`src/rtl/cvp_map.svh`:
```
// Purpose: Register map, field layout, reset values and timing constants
// Assumes: 200 MHz clock, 32-bit register port
// Notes:   Definitions only
`ifndef CVP_MAP_SVH
`define CVP_MAP_SVH

`define CVP_ADDR_W          8
`define CVP_CFG0_ADDR       8'h00
`define CVP_CFG1_ADDR       8'h04
`define CVP_STATUS_ADDR     8'h08
`define CVP_MASK_ADDR       8'h0C
`define CVP_STATE_ADDR      8'h10

// Config 0 fields
`define CVP_OV_THR_LSB      0
`define CVP_OV_DLY_LSB      8
`define CVP_OV_HYS_LSB      12
`define CVP_UV_THR_LSB      16
`define CVP_UV_DLY_LSB      20
`define CVP_UV_HYS_LSB      24
// Config 1 fields
`define CVP_REC_SEL_BIT     0
`define CVP_SD_EN_BIT       1
`define CVP_CELLS_LSB       4
`define CVP_BAL_LSB         8

`define CVP_CFG0_RST        32'h0000_0000
`define CVP_CFG1_RST        32'h0000_00A0
`define CVP_MASK_RST        5'h00

`define CVP_NUM_CELLS       10
`define CVP_MIN_CELLS       4'h4
`define CVP_MAX_CELLS       4'hA
`define CVP_NUM_EVT         5

// Timing: times in their own unit, cycles derived in code
`define CVP_CLK_PERIOD_NS   5
`define CVP_TICK_MS         1
`define CVP_OV_DLY_BASE_MS  16'h01F4
`define CVP_OV_DLY_STEP_MS  16'h00FA
`define CVP_UV_DLY_BASE_MS  16'h01F4
`define CVP_UV_DLY_MAX_CODE 3'h6
`define CVP_SD_DLY_MS       16'h1F40

`endif

```
`src/rtl/cvp_pkg.sv`:
```
// Purpose: Types shared by the protection logic
// Assumes: Constants live in cvp_map.svh
// Notes:   Threshold fields are codes sent to the analog comparators
package cvp_pkg;

	typedef enum logic [2:0] {
		ST_NORMAL   = 3'b001,
		ST_UV_PROT  = 3'b010,
		ST_SHUTDOWN = 3'b100
	} cvp_state_e;

	typedef enum logic [1:0] {
		BAL_OFF      = 2'h0,
		BAL_ALWAYS   = 2'h1,
		BAL_CHARGE_ONLY = 2'h2
	} cvp_bal_e;

	typedef struct packed {
		logic [1:0] uv_hyst;
		logic [2:0] uv_delay;
		logic [3:0] uv_thresh;
		logic [3:0] ov_hyst;
		logic [2:0] ov_delay;
		logic [5:0] ov_thresh;
	} cvp_thr_s;

	// Per-cell comparator results, bit n for cell n
	typedef struct packed {
		logic [9:0] above_ov;
		logic [9:0] below_ov_rec;
		logic [9:0] below_uv;
		logic [9:0] above_undervoltage_recovery_select;
	} cvp_cells_s;

	typedef struct packed {
		logic charge_fet_enable;
		logic discharge_fet_enable;
		logic regulator_enable;
		logic balance_enable;
	} cvp_drive_s;

endpackage

```
`src/rtl/cvp_delay_timer.sv`:
```
// Purpose: Fault delay counter in millisecond ticks
// Assumes: tick is a one-cycle pulse per millisecond
// Notes:   Restarts whenever the condition drops
module cvp_delay_timer (
	input  wire logic        clock,
	input  wire logic        rst,
	input  wire logic        tick,
	input  wire logic        cond,
	input  wire logic [15:0] limit,
	output logic             expired
);
	logic [15:0] cnt_ff;
	logic [15:0] nxt_cnt;
	logic        exp_ff;
	logic        nxt_exp;

	always_comb begin
		nxt_cnt = cnt_ff;
		nxt_exp = 1'b0;
		if (!cond) begin
			nxt_cnt = 16'h0000;
		end else begin
			if (tick && cnt_ff < limit)
				nxt_cnt = cnt_ff + 16'h0001;
			nxt_exp = (cnt_ff >= limit);
		end
	end

	always_ff @(posedge clock or posedge rst) begin
		if (rst) begin
			cnt_ff <= 16'h0000;
			exp_ff <= 1'b0;
		end else begin
			cnt_ff <= nxt_cnt;
			exp_ff <= nxt_exp;
		end
	end

	assign expired = exp_ff;
endmodule

```
`src/rtl/cvp_core.sv`:
```
// Purpose: Cell over/undervoltage protection and FET control
// Assumes: Comparator inputs synchronous to clock
// Notes:   Delays counted in 1 ms ticks; TICK_CYCLES shortens them
`include "cvp_map.svh"

// Function
// - Charge FET off after any cell stays above OV threshold past delay.
// - Charge FET stays off until all cells below OV minus hysteresis.
// - OV threshold, delay, hysteresis taken from configuration fields.
// - Any cell under UV for delay enters UV state, discharge FET off.
// - UV threshold, delay and hysteresis configurable; delay binary spaced.
// - Recovery select clear: discharge FET back once cells above UV+hyst.
// - Recovery select set: also needs load removal before discharge FET.
// - Shutdown enable set: cell under UV+hyst over 8 s enters shutdown.
// - Shutdown enable clear: UV fault never causes shutdown.
// - Shutdown turns regulator off; only charger insertion leaves it.
// - Charger present when charger sense comparator reports above level.
// - Load removal flagged while discharge FET off and pack-negative low.
// - Balancing modes: always, only while charging, or disabled.
module cvp_core #(
	parameter int TICK_CYCLES =
		`CVP_TICK_MS * 1000000 / `CVP_CLK_PERIOD_NS
) (
	input  wire logic                    clock,
	input  wire logic                    rst,
	input  wire logic [7:0]              reg_addr,
	input  wire logic [31:0]             reg_wdata,
	input  wire logic                    reg_write,
	input  wire logic                    reg_read,
	output logic [31:0]                  reg_rdata,
	input  wire cvp_pkg::cvp_cells_s     cells,
	input  wire logic                    charger_sense_pin,
	input  wire logic                    pack_negative_sense_pin,
	output cvp_pkg::cvp_thr_s            thresholds,
	output cvp_pkg::cvp_drive_s          drive,
	output logic                         irq
);
	localparam logic [17:0] TICK_LAST = 18'(TICK_CYCLES - 1);

	logic [31:0]         cfg0_ff;
	logic [31:0]         nxt_cfg0;
	logic [31:0]         cfg1_ff;
	logic [31:0]         nxt_cfg1;
	logic [4:0]          status_ff;
	logic [4:0]          nxt_status;
	logic [4:0]          mask_ff;
	logic [4:0]          nxt_mask;
	logic [31:0]         rdata_ff;
	logic [31:0]         nxt_rdata;
	logic                irq_ff;
	logic                nxt_irq;
	logic [17:0]         tick_cnt_ff;
	logic [17:0]         nxt_tick_cnt;
	logic                tick;
	cvp_pkg::cvp_state_e state_ff;
	cvp_pkg::cvp_state_e nxt_state;
	logic                ov_fault_ff;
	logic                nxt_ov_fault;
	logic                load_removed_ff;
	logic                nxt_load_removed;
	logic                charger_prev_ff;
	cvp_pkg::cvp_drive_s drive_ff;
	cvp_pkg::cvp_drive_s nxt_drive;
	cvp_pkg::cvp_thr_s   thr;
	logic [9:0]          mask;
	logic                any_ov;
	logic                all_ov_clear;
	logic                any_uv;
	logic                all_uv_clear;
	logic                charger_in;
	logic                ov_cond;
	logic                uv_cond;
	logic                sd_cond;
	logic                ov_exp;
	logic                uv_exp;
	logic                sd_exp;
	logic                rec_sel;
	logic                sd_en;
	logic [4:0]          events;

	// Cells above the configured count, clamped to 4..10, are ignored
	function automatic logic [9:0] cell_mask(input logic [3:0] n);
		logic [3:0] c;
		c = n;
		if (c < `CVP_MIN_CELLS)
			c = `CVP_MIN_CELLS;
		if (c > `CVP_MAX_CELLS)
			c = `CVP_MAX_CELLS;
		cell_mask = 10'((11'h001 << c) - 11'h001);
	endfunction

	function automatic logic [15:0] ov_delay_ms(input logic [2:0] code);
		ov_delay_ms = `CVP_OV_DLY_BASE_MS
			+ 16'(`CVP_OV_DLY_STEP_MS * {13'h0000, code});
	endfunction

	function automatic logic [15:0] uv_delay_ms(input logic [2:0] code);
		logic [2:0] c;
		c = (code > `CVP_UV_DLY_MAX_CODE) ? `CVP_UV_DLY_MAX_CODE : code;
		uv_delay_ms = `CVP_UV_DLY_BASE_MS << c;
	endfunction

	// Fields start on nibble boundaries, so the gaps between them are skipped
	assign thr = {
		cfg0_ff[`CVP_UV_HYS_LSB +: 2],
		cfg0_ff[`CVP_UV_DLY_LSB +: 3],
		cfg0_ff[`CVP_UV_THR_LSB +: 4],
		cfg0_ff[`CVP_OV_HYS_LSB +: 4],
		cfg0_ff[`CVP_OV_DLY_LSB +: 3],
		cfg0_ff[`CVP_OV_THR_LSB +: 6]
	};
	assign rec_sel = cfg1_ff[`CVP_REC_SEL_BIT];
	assign sd_en   = cfg1_ff[`CVP_SD_EN_BIT];

	// Comparator evaluation
	always_comb begin
		mask         = cell_mask(cfg1_ff[`CVP_CELLS_LSB +: 4]);
		any_ov       = |(cells.above_ov & mask);
		all_ov_clear = &(cells.below_ov_rec | ~mask);
		any_uv       = |(cells.below_uv & mask);
		all_uv_clear = &(cells.above_undervoltage_recovery_select | ~mask);
		charger_in   = charger_sense_pin && !charger_prev_ff;
		ov_cond      = any_ov && !ov_fault_ff;
		uv_cond      = any_uv && (state_ff == cvp_pkg::ST_NORMAL);
		sd_cond      = sd_en && !all_uv_clear
			&& (state_ff == cvp_pkg::ST_UV_PROT);
	end

	// Millisecond timebase
	always_comb begin
		tick         = (tick_cnt_ff == TICK_LAST);
		nxt_tick_cnt = tick ? 18'h0_0000 : tick_cnt_ff + 18'h0_0001;
	end

	always_ff @(posedge clock or posedge rst) begin
		if (rst)
			tick_cnt_ff <= 18'h0_0000;
		else
			tick_cnt_ff <= nxt_tick_cnt;
	end

	cvp_delay_timer u_ov_timer (
		.clock   (clock),
		.rst     (rst),
		.tick    (tick),
		.cond    (ov_cond),
		.limit   (ov_delay_ms(thr.ov_delay)),
		.expired (ov_exp)
	);

	cvp_delay_timer u_uv_timer (
		.clock   (clock),
		.rst     (rst),
		.tick    (tick),
		.cond    (uv_cond),
		.limit   (uv_delay_ms(thr.uv_delay)),
		.expired (uv_exp)
	);

	cvp_delay_timer u_sd_timer (
		.clock   (clock),
		.rst     (rst),
		.tick    (tick),
		.cond    (sd_cond),
		.limit   (`CVP_SD_DLY_MS),
		.expired (sd_exp)
	);

	// Protection state
	always_comb begin
		nxt_state    = state_ff;
		nxt_ov_fault = ov_fault_ff;
		if (ov_cond && ov_exp)
			nxt_ov_fault = 1'b1;
		else if (ov_fault_ff && all_ov_clear)
			nxt_ov_fault = 1'b0;
		unique case (state_ff)
			cvp_pkg::ST_NORMAL: begin
				if (uv_cond && uv_exp)
					nxt_state = cvp_pkg::ST_UV_PROT;
			end
			cvp_pkg::ST_UV_PROT: begin
				if (sd_cond && sd_exp)
					nxt_state = cvp_pkg::ST_SHUTDOWN;
				else if (all_uv_clear && !rec_sel)
					nxt_state = cvp_pkg::ST_NORMAL;
				else if (all_uv_clear && load_removed_ff)
					nxt_state = cvp_pkg::ST_NORMAL;
			end
			cvp_pkg::ST_SHUTDOWN: begin
				// Cells may still be low, so recovery rules apply again
				if (charger_in)
					nxt_state = cvp_pkg::ST_UV_PROT;
			end
			default: nxt_state = cvp_pkg::ST_UV_PROT;
		endcase
		// Only meaningful while the discharge FET is open
		nxt_load_removed = !drive_ff.discharge_fet_enable
			&& !pack_negative_sense_pin;
	end

	// FET, regulator and balancing drive
	always_comb begin
		nxt_drive.charge_fet_enable = !nxt_ov_fault
			&& (nxt_state != cvp_pkg::ST_SHUTDOWN);
		nxt_drive.discharge_fet_enable =
			(nxt_state == cvp_pkg::ST_NORMAL);
		nxt_drive.regulator_enable =
			(nxt_state != cvp_pkg::ST_SHUTDOWN);
		unique case (cvp_pkg::cvp_bal_e'(cfg1_ff[`CVP_BAL_LSB +: 2]))
			cvp_pkg::BAL_ALWAYS:   nxt_drive.balance_enable = 1'b1;
			cvp_pkg::BAL_CHARGE_ONLY: nxt_drive.balance_enable =
				charger_sense_pin;
			cvp_pkg::BAL_OFF:      nxt_drive.balance_enable = 1'b0;
			default:               nxt_drive.balance_enable = 1'b0;
		endcase
		if (nxt_state == cvp_pkg::ST_SHUTDOWN)
			nxt_drive.balance_enable = 1'b0;
	end

	always_ff @(posedge clock or posedge rst) begin
		if (rst) begin
			state_ff        <= cvp_pkg::ST_NORMAL;
			ov_fault_ff     <= 1'b0;
			load_removed_ff <= 1'b0;
			charger_prev_ff <= 1'b0;
			drive_ff        <= '0;
		end else begin
			state_ff        <= nxt_state;
			ov_fault_ff     <= nxt_ov_fault;
			load_removed_ff <= nxt_load_removed;
			charger_prev_ff <= charger_sense_pin;
			drive_ff        <= nxt_drive;
		end
	end

	// Register port and interrupt
	always_comb begin
		events = {charger_in,
			nxt_load_removed && !load_removed_ff,
			nxt_state == cvp_pkg::ST_SHUTDOWN
				&& state_ff != cvp_pkg::ST_SHUTDOWN,
			nxt_state == cvp_pkg::ST_UV_PROT
				&& state_ff == cvp_pkg::ST_NORMAL,
			nxt_ov_fault && !ov_fault_ff};
		nxt_cfg0   = cfg0_ff;
		nxt_cfg1   = cfg1_ff;
		nxt_mask   = mask_ff;
		nxt_status = status_ff;
		nxt_rdata  = 32'h0000_0000;
		if (reg_write) begin
			unique case (reg_addr)
				`CVP_CFG0_ADDR: nxt_cfg0 = {6'h00, reg_wdata[25:0]};
				`CVP_CFG1_ADDR: nxt_cfg1 = {22'h00_0000, reg_wdata[9:0]};
				`CVP_MASK_ADDR: nxt_mask = reg_wdata[4:0];
				default: ;
			endcase
		end
		if (reg_read) begin
			unique case (reg_addr)
				`CVP_CFG0_ADDR:   nxt_rdata = cfg0_ff;
				`CVP_CFG1_ADDR:   nxt_rdata = cfg1_ff;
				`CVP_STATUS_ADDR: begin
					nxt_rdata  = {27'h000_0000, status_ff};
					nxt_status = 5'h00;
				end
				`CVP_MASK_ADDR:   nxt_rdata = {27'h000_0000, mask_ff};
				`CVP_STATE_ADDR:  nxt_rdata = {23'h00_0000,
					load_removed_ff, ov_fault_ff, state_ff,
					drive_ff};
				default: nxt_rdata = 32'h0000_0000;
			endcase
		end
		// A new event wins over the read-clear
		nxt_status = nxt_status | events;
		nxt_irq    = |(nxt_status & mask_ff);
	end

	always_ff @(posedge clock or posedge rst) begin
		if (rst) begin
			cfg0_ff   <= `CVP_CFG0_RST;
			cfg1_ff   <= `CVP_CFG1_RST;
			mask_ff   <= `CVP_MASK_RST;
			status_ff <= 5'h00;
			rdata_ff  <= 32'h0000_0000;
			irq_ff    <= 1'b0;
		end else begin
			cfg0_ff   <= nxt_cfg0;
			cfg1_ff   <= nxt_cfg1;
			mask_ff   <= nxt_mask;
			status_ff <= nxt_status;
			rdata_ff  <= nxt_rdata;
			irq_ff    <= nxt_irq;
		end
	end

	assign reg_rdata  = rdata_ff;
	assign irq        = irq_ff;
	assign drive      = drive_ff;
	assign thresholds = thr;
endmodule

```
`config.mk`:
```
export PLATFORM = sky130hd
export DESIGN_NAME = cvp_core
export DESIGN_NICKNAME = d
export VERILOG_FILES = /design/src/rtl/cvp_pkg.sv /design/src/rtl/cvp_delay_timer.sv /design/src/rtl/cvp_core.sv
export VERILOG_INCLUDE_DIRS = /design/src /design/src/rtl
export SDC_FILE = /design/constraint.sdc
export NUM_CORES = 1
export LEC_CHECK = 0
export ABC_AREA = 1
export BUFFER_PORTS_ARGS = -buffer_cell sky130_fd_sc_hd__buf_2
export CELL_PAD_IN_SITES_DETAIL_PLACEMENT = 0
export CELL_PAD_IN_SITES_GLOBAL_PLACEMENT = 1
export CORE_AREA = 4 4 144 146
export DETAILED_ROUTE_END_ITERATION = 7
export DIE_AREA = 0 0 148 150
export HOLD_SLACK_MARGIN = 0.06
export PLACE_DENSITY_LB_ADDON = 0.1
export SLEW_MARGIN = 20
export SYNTH_ARGS = -nofsm -noshare
export SYNTH_HDL_FRONTEND = slang
export SYNTH_SLANG_ARGS = --single-unit
```
`constraint.sdc`:
```
create_clock -name clock -period 12.25 [get_ports clock]
set_input_delay 0.6125 -clock clock [delete_from_list [all_inputs] [get_ports clock]]
set_output_delay 0.6125 -clock clock [all_outputs]
set_load 0.02 [all_outputs]
```
==> results.md <==
Route:
- Using the TritonRoute via totals, the vias-per-cell ratio works out to 4.83.
- The number of nets with antenna violations after routing is 0.
- After detailed routing, no signal wire sits above met4.
- The met1 wire length is 10,100 um.
- The detailed-routing iteration count for the pre-antenna-repair pass is 5.
- The detailed router finished its first iteration with 280 violations.
- Detailed routing placed a total of 1160 um of wire on met3.
- The final routed DRC violation total is 0.
- The routed design has 21,000 um of wire.
- The average wire per standard cell is about 14 um.
- The detailed route wirelength on metal2 is 9500 um.
- Summing over every cut layer, the via total after detailed routing is about 7,000.

Synth:
- After synthesis, the cell types taking the most area are dfrtp_1 (43%), nand2_1 (9.4%), ha_1 (6.2%), inv_1 (6.1%), nor2_1 (5.7%).
- The register bit count reported by yosys is ~150.
- The sequential-to-total area share from yosys stat is a little over two fifths.
- Of all flip-flops after synthesis, the portion carrying an async set or reset was 100%.
- Yosys mapped a number of flops with a built-in enable equal to 0.
- The most common cell in the netlist is nand2_1.
- The count of yosys warnings during synthesis is 0.
- The share of synthesized area in the top cell type comes to 43.0%.
- The number of unique standard cell types used by synthesis is 47.
- The dominant register cell in the synthesized netlist is dfrtp_1.
- By count the netlist is led by nand2_1 (217), dfrtp_1 (149), inv_1 (142).
- The most area-hungry cell type in the Yosys netlist is dfrtp_1.
- The post-synthesis cell area is roughly 8700 um^2.
- The post-synthesis average cell area is ~8.0 um^2.
- Synthesis produced 1,082 cells.

Worst setup path:
- The biggest cell delay along the critical path is approximately 620 ps.
- The largest fanout on the critical path is 11.
- STA puts the critical path data required time at 12,620 ps.
- The critical path goes through fa_1 -> inv_1 -> fa_1 -> or3b_2 -> nor2_1 -> nand2_1 -> o21ai_0 -> xor2_1 -> ha_1 -> nand2_1 -> o21ai_0 -> nor2_1 -> nand2_1 -> nor2_1 -> nand4_1 -> nand2_1.
- In this run the critical register-to-register path is captured at u_ov_timer.cnt_ff[10].
- The slack of the worst reg-to-reg path is 8000 ps.
- The startpoint of the lowest-slack register-to-register path is cfg0_ff[9].
- The nature of the critical path startpoint is a flip-flop.
- The depth of the most critical reg-to-reg path is 16.
- The standard cell with the maximum stage delay on the critical path is fa_1.
- Together, buffers and inverters on the worst path number 1.
- STA classifies the critical path endpoint as a flip-flop.
- Data arrives at the worst endpoint at 4620 ps.
- On the critical path the largest part of the delay comes from simple AND/OR/NAND/NOR gates.
- Among the stages of the critical path, the cell type that occurs most often is nand2_1.
- By startpoint and endpoint, the worst setup path is classified as reg2reg.

STA:
- Setup repair after global routing left no endpoint under its margin.
- The worst-case headroom to the max-slew limit is 38.2%.
- The final critical path takes up 34.7% of the cycle.
- The routed design could run at a clock period as short as ~4300 ps.
- Timing would allow up to between 200 and 250 MHz.
- The final worst clock skew is 11.5 ps.
- The number of endpoints failing setup at the final stage is 0.
- The max-slew violation count is 0.
- The hold violation count in the final report is 0.
- The slew at the pin closest to its max-slew limit is between 900 and 1000 ps.
- In the final timing run, aggregate negative setup slack is 0 ps.
- Final hold analysis gives a worst-case slack of approximately 300 ps.
- The setup slack after layout is 8000 ps.

Clock network:
- The number of sinks driven by the clock tree is 152.
- The maximum level of the CTS H-tree is 4.
- TritonCTS created 17 clock buffers.
- The maximum root-to-sink buffer count is 2.
- Clock latency on the worst-skew pair, taken at its later pin, is 430 ps.
- The post-cts hold buffer count is 0.
- Buffers added to address setup during post-CTS repair amount to 0.
- The number of gates resized after cts is 0.
- The clock-pin slew on the worst setup and hold paths is roughly 70 ps.
- The CTS tree is done.
- Clock tree synthesis selected as its root buffer the cell clkbuf_16.

Placed design:
- The half-perimeter wire length after placement is between 15,000 and 20,000 um.
- The worst slack after detailed placement is 7960 ps.
- Routability-driven placement finished with a final weighted congestion of ~0.8.
- The count of buffers added on input and output ports is 132.

Global route:
- The first global-routing pass estimated 34,300 um of wire.
- The aggregate global-route resource usage is 19.3%.
- The number of global-route vias before repair came to 6,669.
- The total congestion overflow after global routing is 0.
- Entering global routing, the biggest net connects 80 pins.
- The number of antenna violations at the first check in global routing is 0.

Status:
- The flow ran to the end, and the final reports show no timing, DRC or antenna violations.

Finish:
- The ratio of cells with drive above 1 in the final layout is 16.8%.
- The number of diodes is 0.
- The total area of sequential cells is between 3000 and 4000 um^2.
- The multi-input combinational cells in the finished layout cover a total of a little over 4000 um^2.
- The number of nets in the layout is 1,331.
- At the end of the flow the core is filled with cells to about half.
- The filler cells instantiated in the layout total between 1,500 and 2,000.
- Compared with the post-synthesis result, the final layout area differs by 15.4%.

Floorplan:
- The initial core utilization is 44.7%.
- The count of pins on the block boundary is 145.
- The die outline area is 22,200 um^2.
- The die span in x is 148 um.
- The floorplan has 51 rows.
- The overall die height is 150 um.
- The total area inside the core boundary comes to 19,400 um^2.

Worst hold path:
- The class of the most critical hold timing path is in2async.

Power:
- In this run the power density over the cells is 118 nW/um^2.
- The static power due to leakage is a little over 5 nW.
- VDD sags by at most 0.0882 mV.

Run:
- Max-cap violations in this run came to 0.
==> how the worst max path moves through the flow <==
stage | cells after the start | from | slack, ps | to
after floorplan | 1 | rst | 7550 | cfg0_ff[0]
after global placement | 16 | cfg0_ff[9] | 7940 | u_ov_timer.cnt_ff[10]
after detailed placement | 16 | cfg0_ff[9] | 7960 | u_ov_timer.cnt_ff[10]
after CTS | 16 | cfg0_ff[9] | 7910 | u_ov_timer.cnt_ff[10]
after global routing | 16 | cfg0_ff[9] | 7500 | u_ov_timer.cnt_ff[6]
final | 16 | cfg0_ff[9] | 8000 | u_ov_timer.cnt_ff[10]
==> layout by cell type, fill, tap and decap left out, types with 4 or more instances in the layout <==
cell type    n
xor2_1      34
nand3_1     65
nor2_2       6
inv_8        7
o21ai_0     56
nor2_1     131
nor3_1      23
a21oi_1     52
fa_1         5
nand2_2      8
o21ai_1     16
conb_1       9
ha_1        43
nand2_1    216
buf_2      132
nand2_4      4
dfrtp_1    149
nor4_1       8
inv_1      141
clkbuf_16   17
o22ai_1      6
nand4_1     30
==> state kept, by name, indices dropped and copies added (netlist names), 3 cells and up <==
| name | count |
|---|---|
| mask_ff | 5 |
| drive | 4 |
| status_ff | 5 |
| cfg1_ff | 10 |
| cfg0_ff | 26 |
| u_ov_timer.cnt_ff | 16 |
| u_uv_timer.cnt_ff | 16 |
| reg_rdata | 26 |
| u_sd_timer.cnt_ff | 16 |
| tick_cnt_ff | 18 |
| state_ff | 3 |
==> metrics by stage <==
stage | cell area [um^2] | instances | power [mW]
after floorplan | 8700 | 1089 | 0.619
after global placement | 9400 | 1443 | 0.653
after detailed placement | 9400 | 1443 | 0.653
after CTS | 10000 | 1475 | 1.19
after global routing | 10000 | 1475 | 1.23
final | 10000 | 1475 | 1.18
==> cell type report <==
cell class	count	area share, %
multi-input cells	746	40.3
flip-flops and latches	152	38.0
inverters	147	5.60
clock buffers	17	4.25
repair buffers	133	6.68
clock inverters	15	1.84
well taps	265	3.31
==> metal layers <==
metal,up-vias,global-route usage [%]
met5,-,0
met4,0,4.48
met3,17,4.45
met2,165,30.5
met1,3240,27.2
li1,3709,-
==> power by group <==
group / internal, mW / switching [mW]
registers: 0.513 / 0.0106
clock network: 0.294 / 0.241
logic: 0.0406 / 0.0777
total: 0.848 / 0.329
==> kinds of logic after synthesis <==
kind of cell               synth area share, %
and+or+nand+nor                           25.9
buffers and inverters                     9.96
DFF                                       43.9
AOI/OAI and AO/OA                         9.13
adders and majority gates                 7.36
xor gates and xnor gates                  3.64
other                                   0.0866
(Power assumes the default switching activity.)
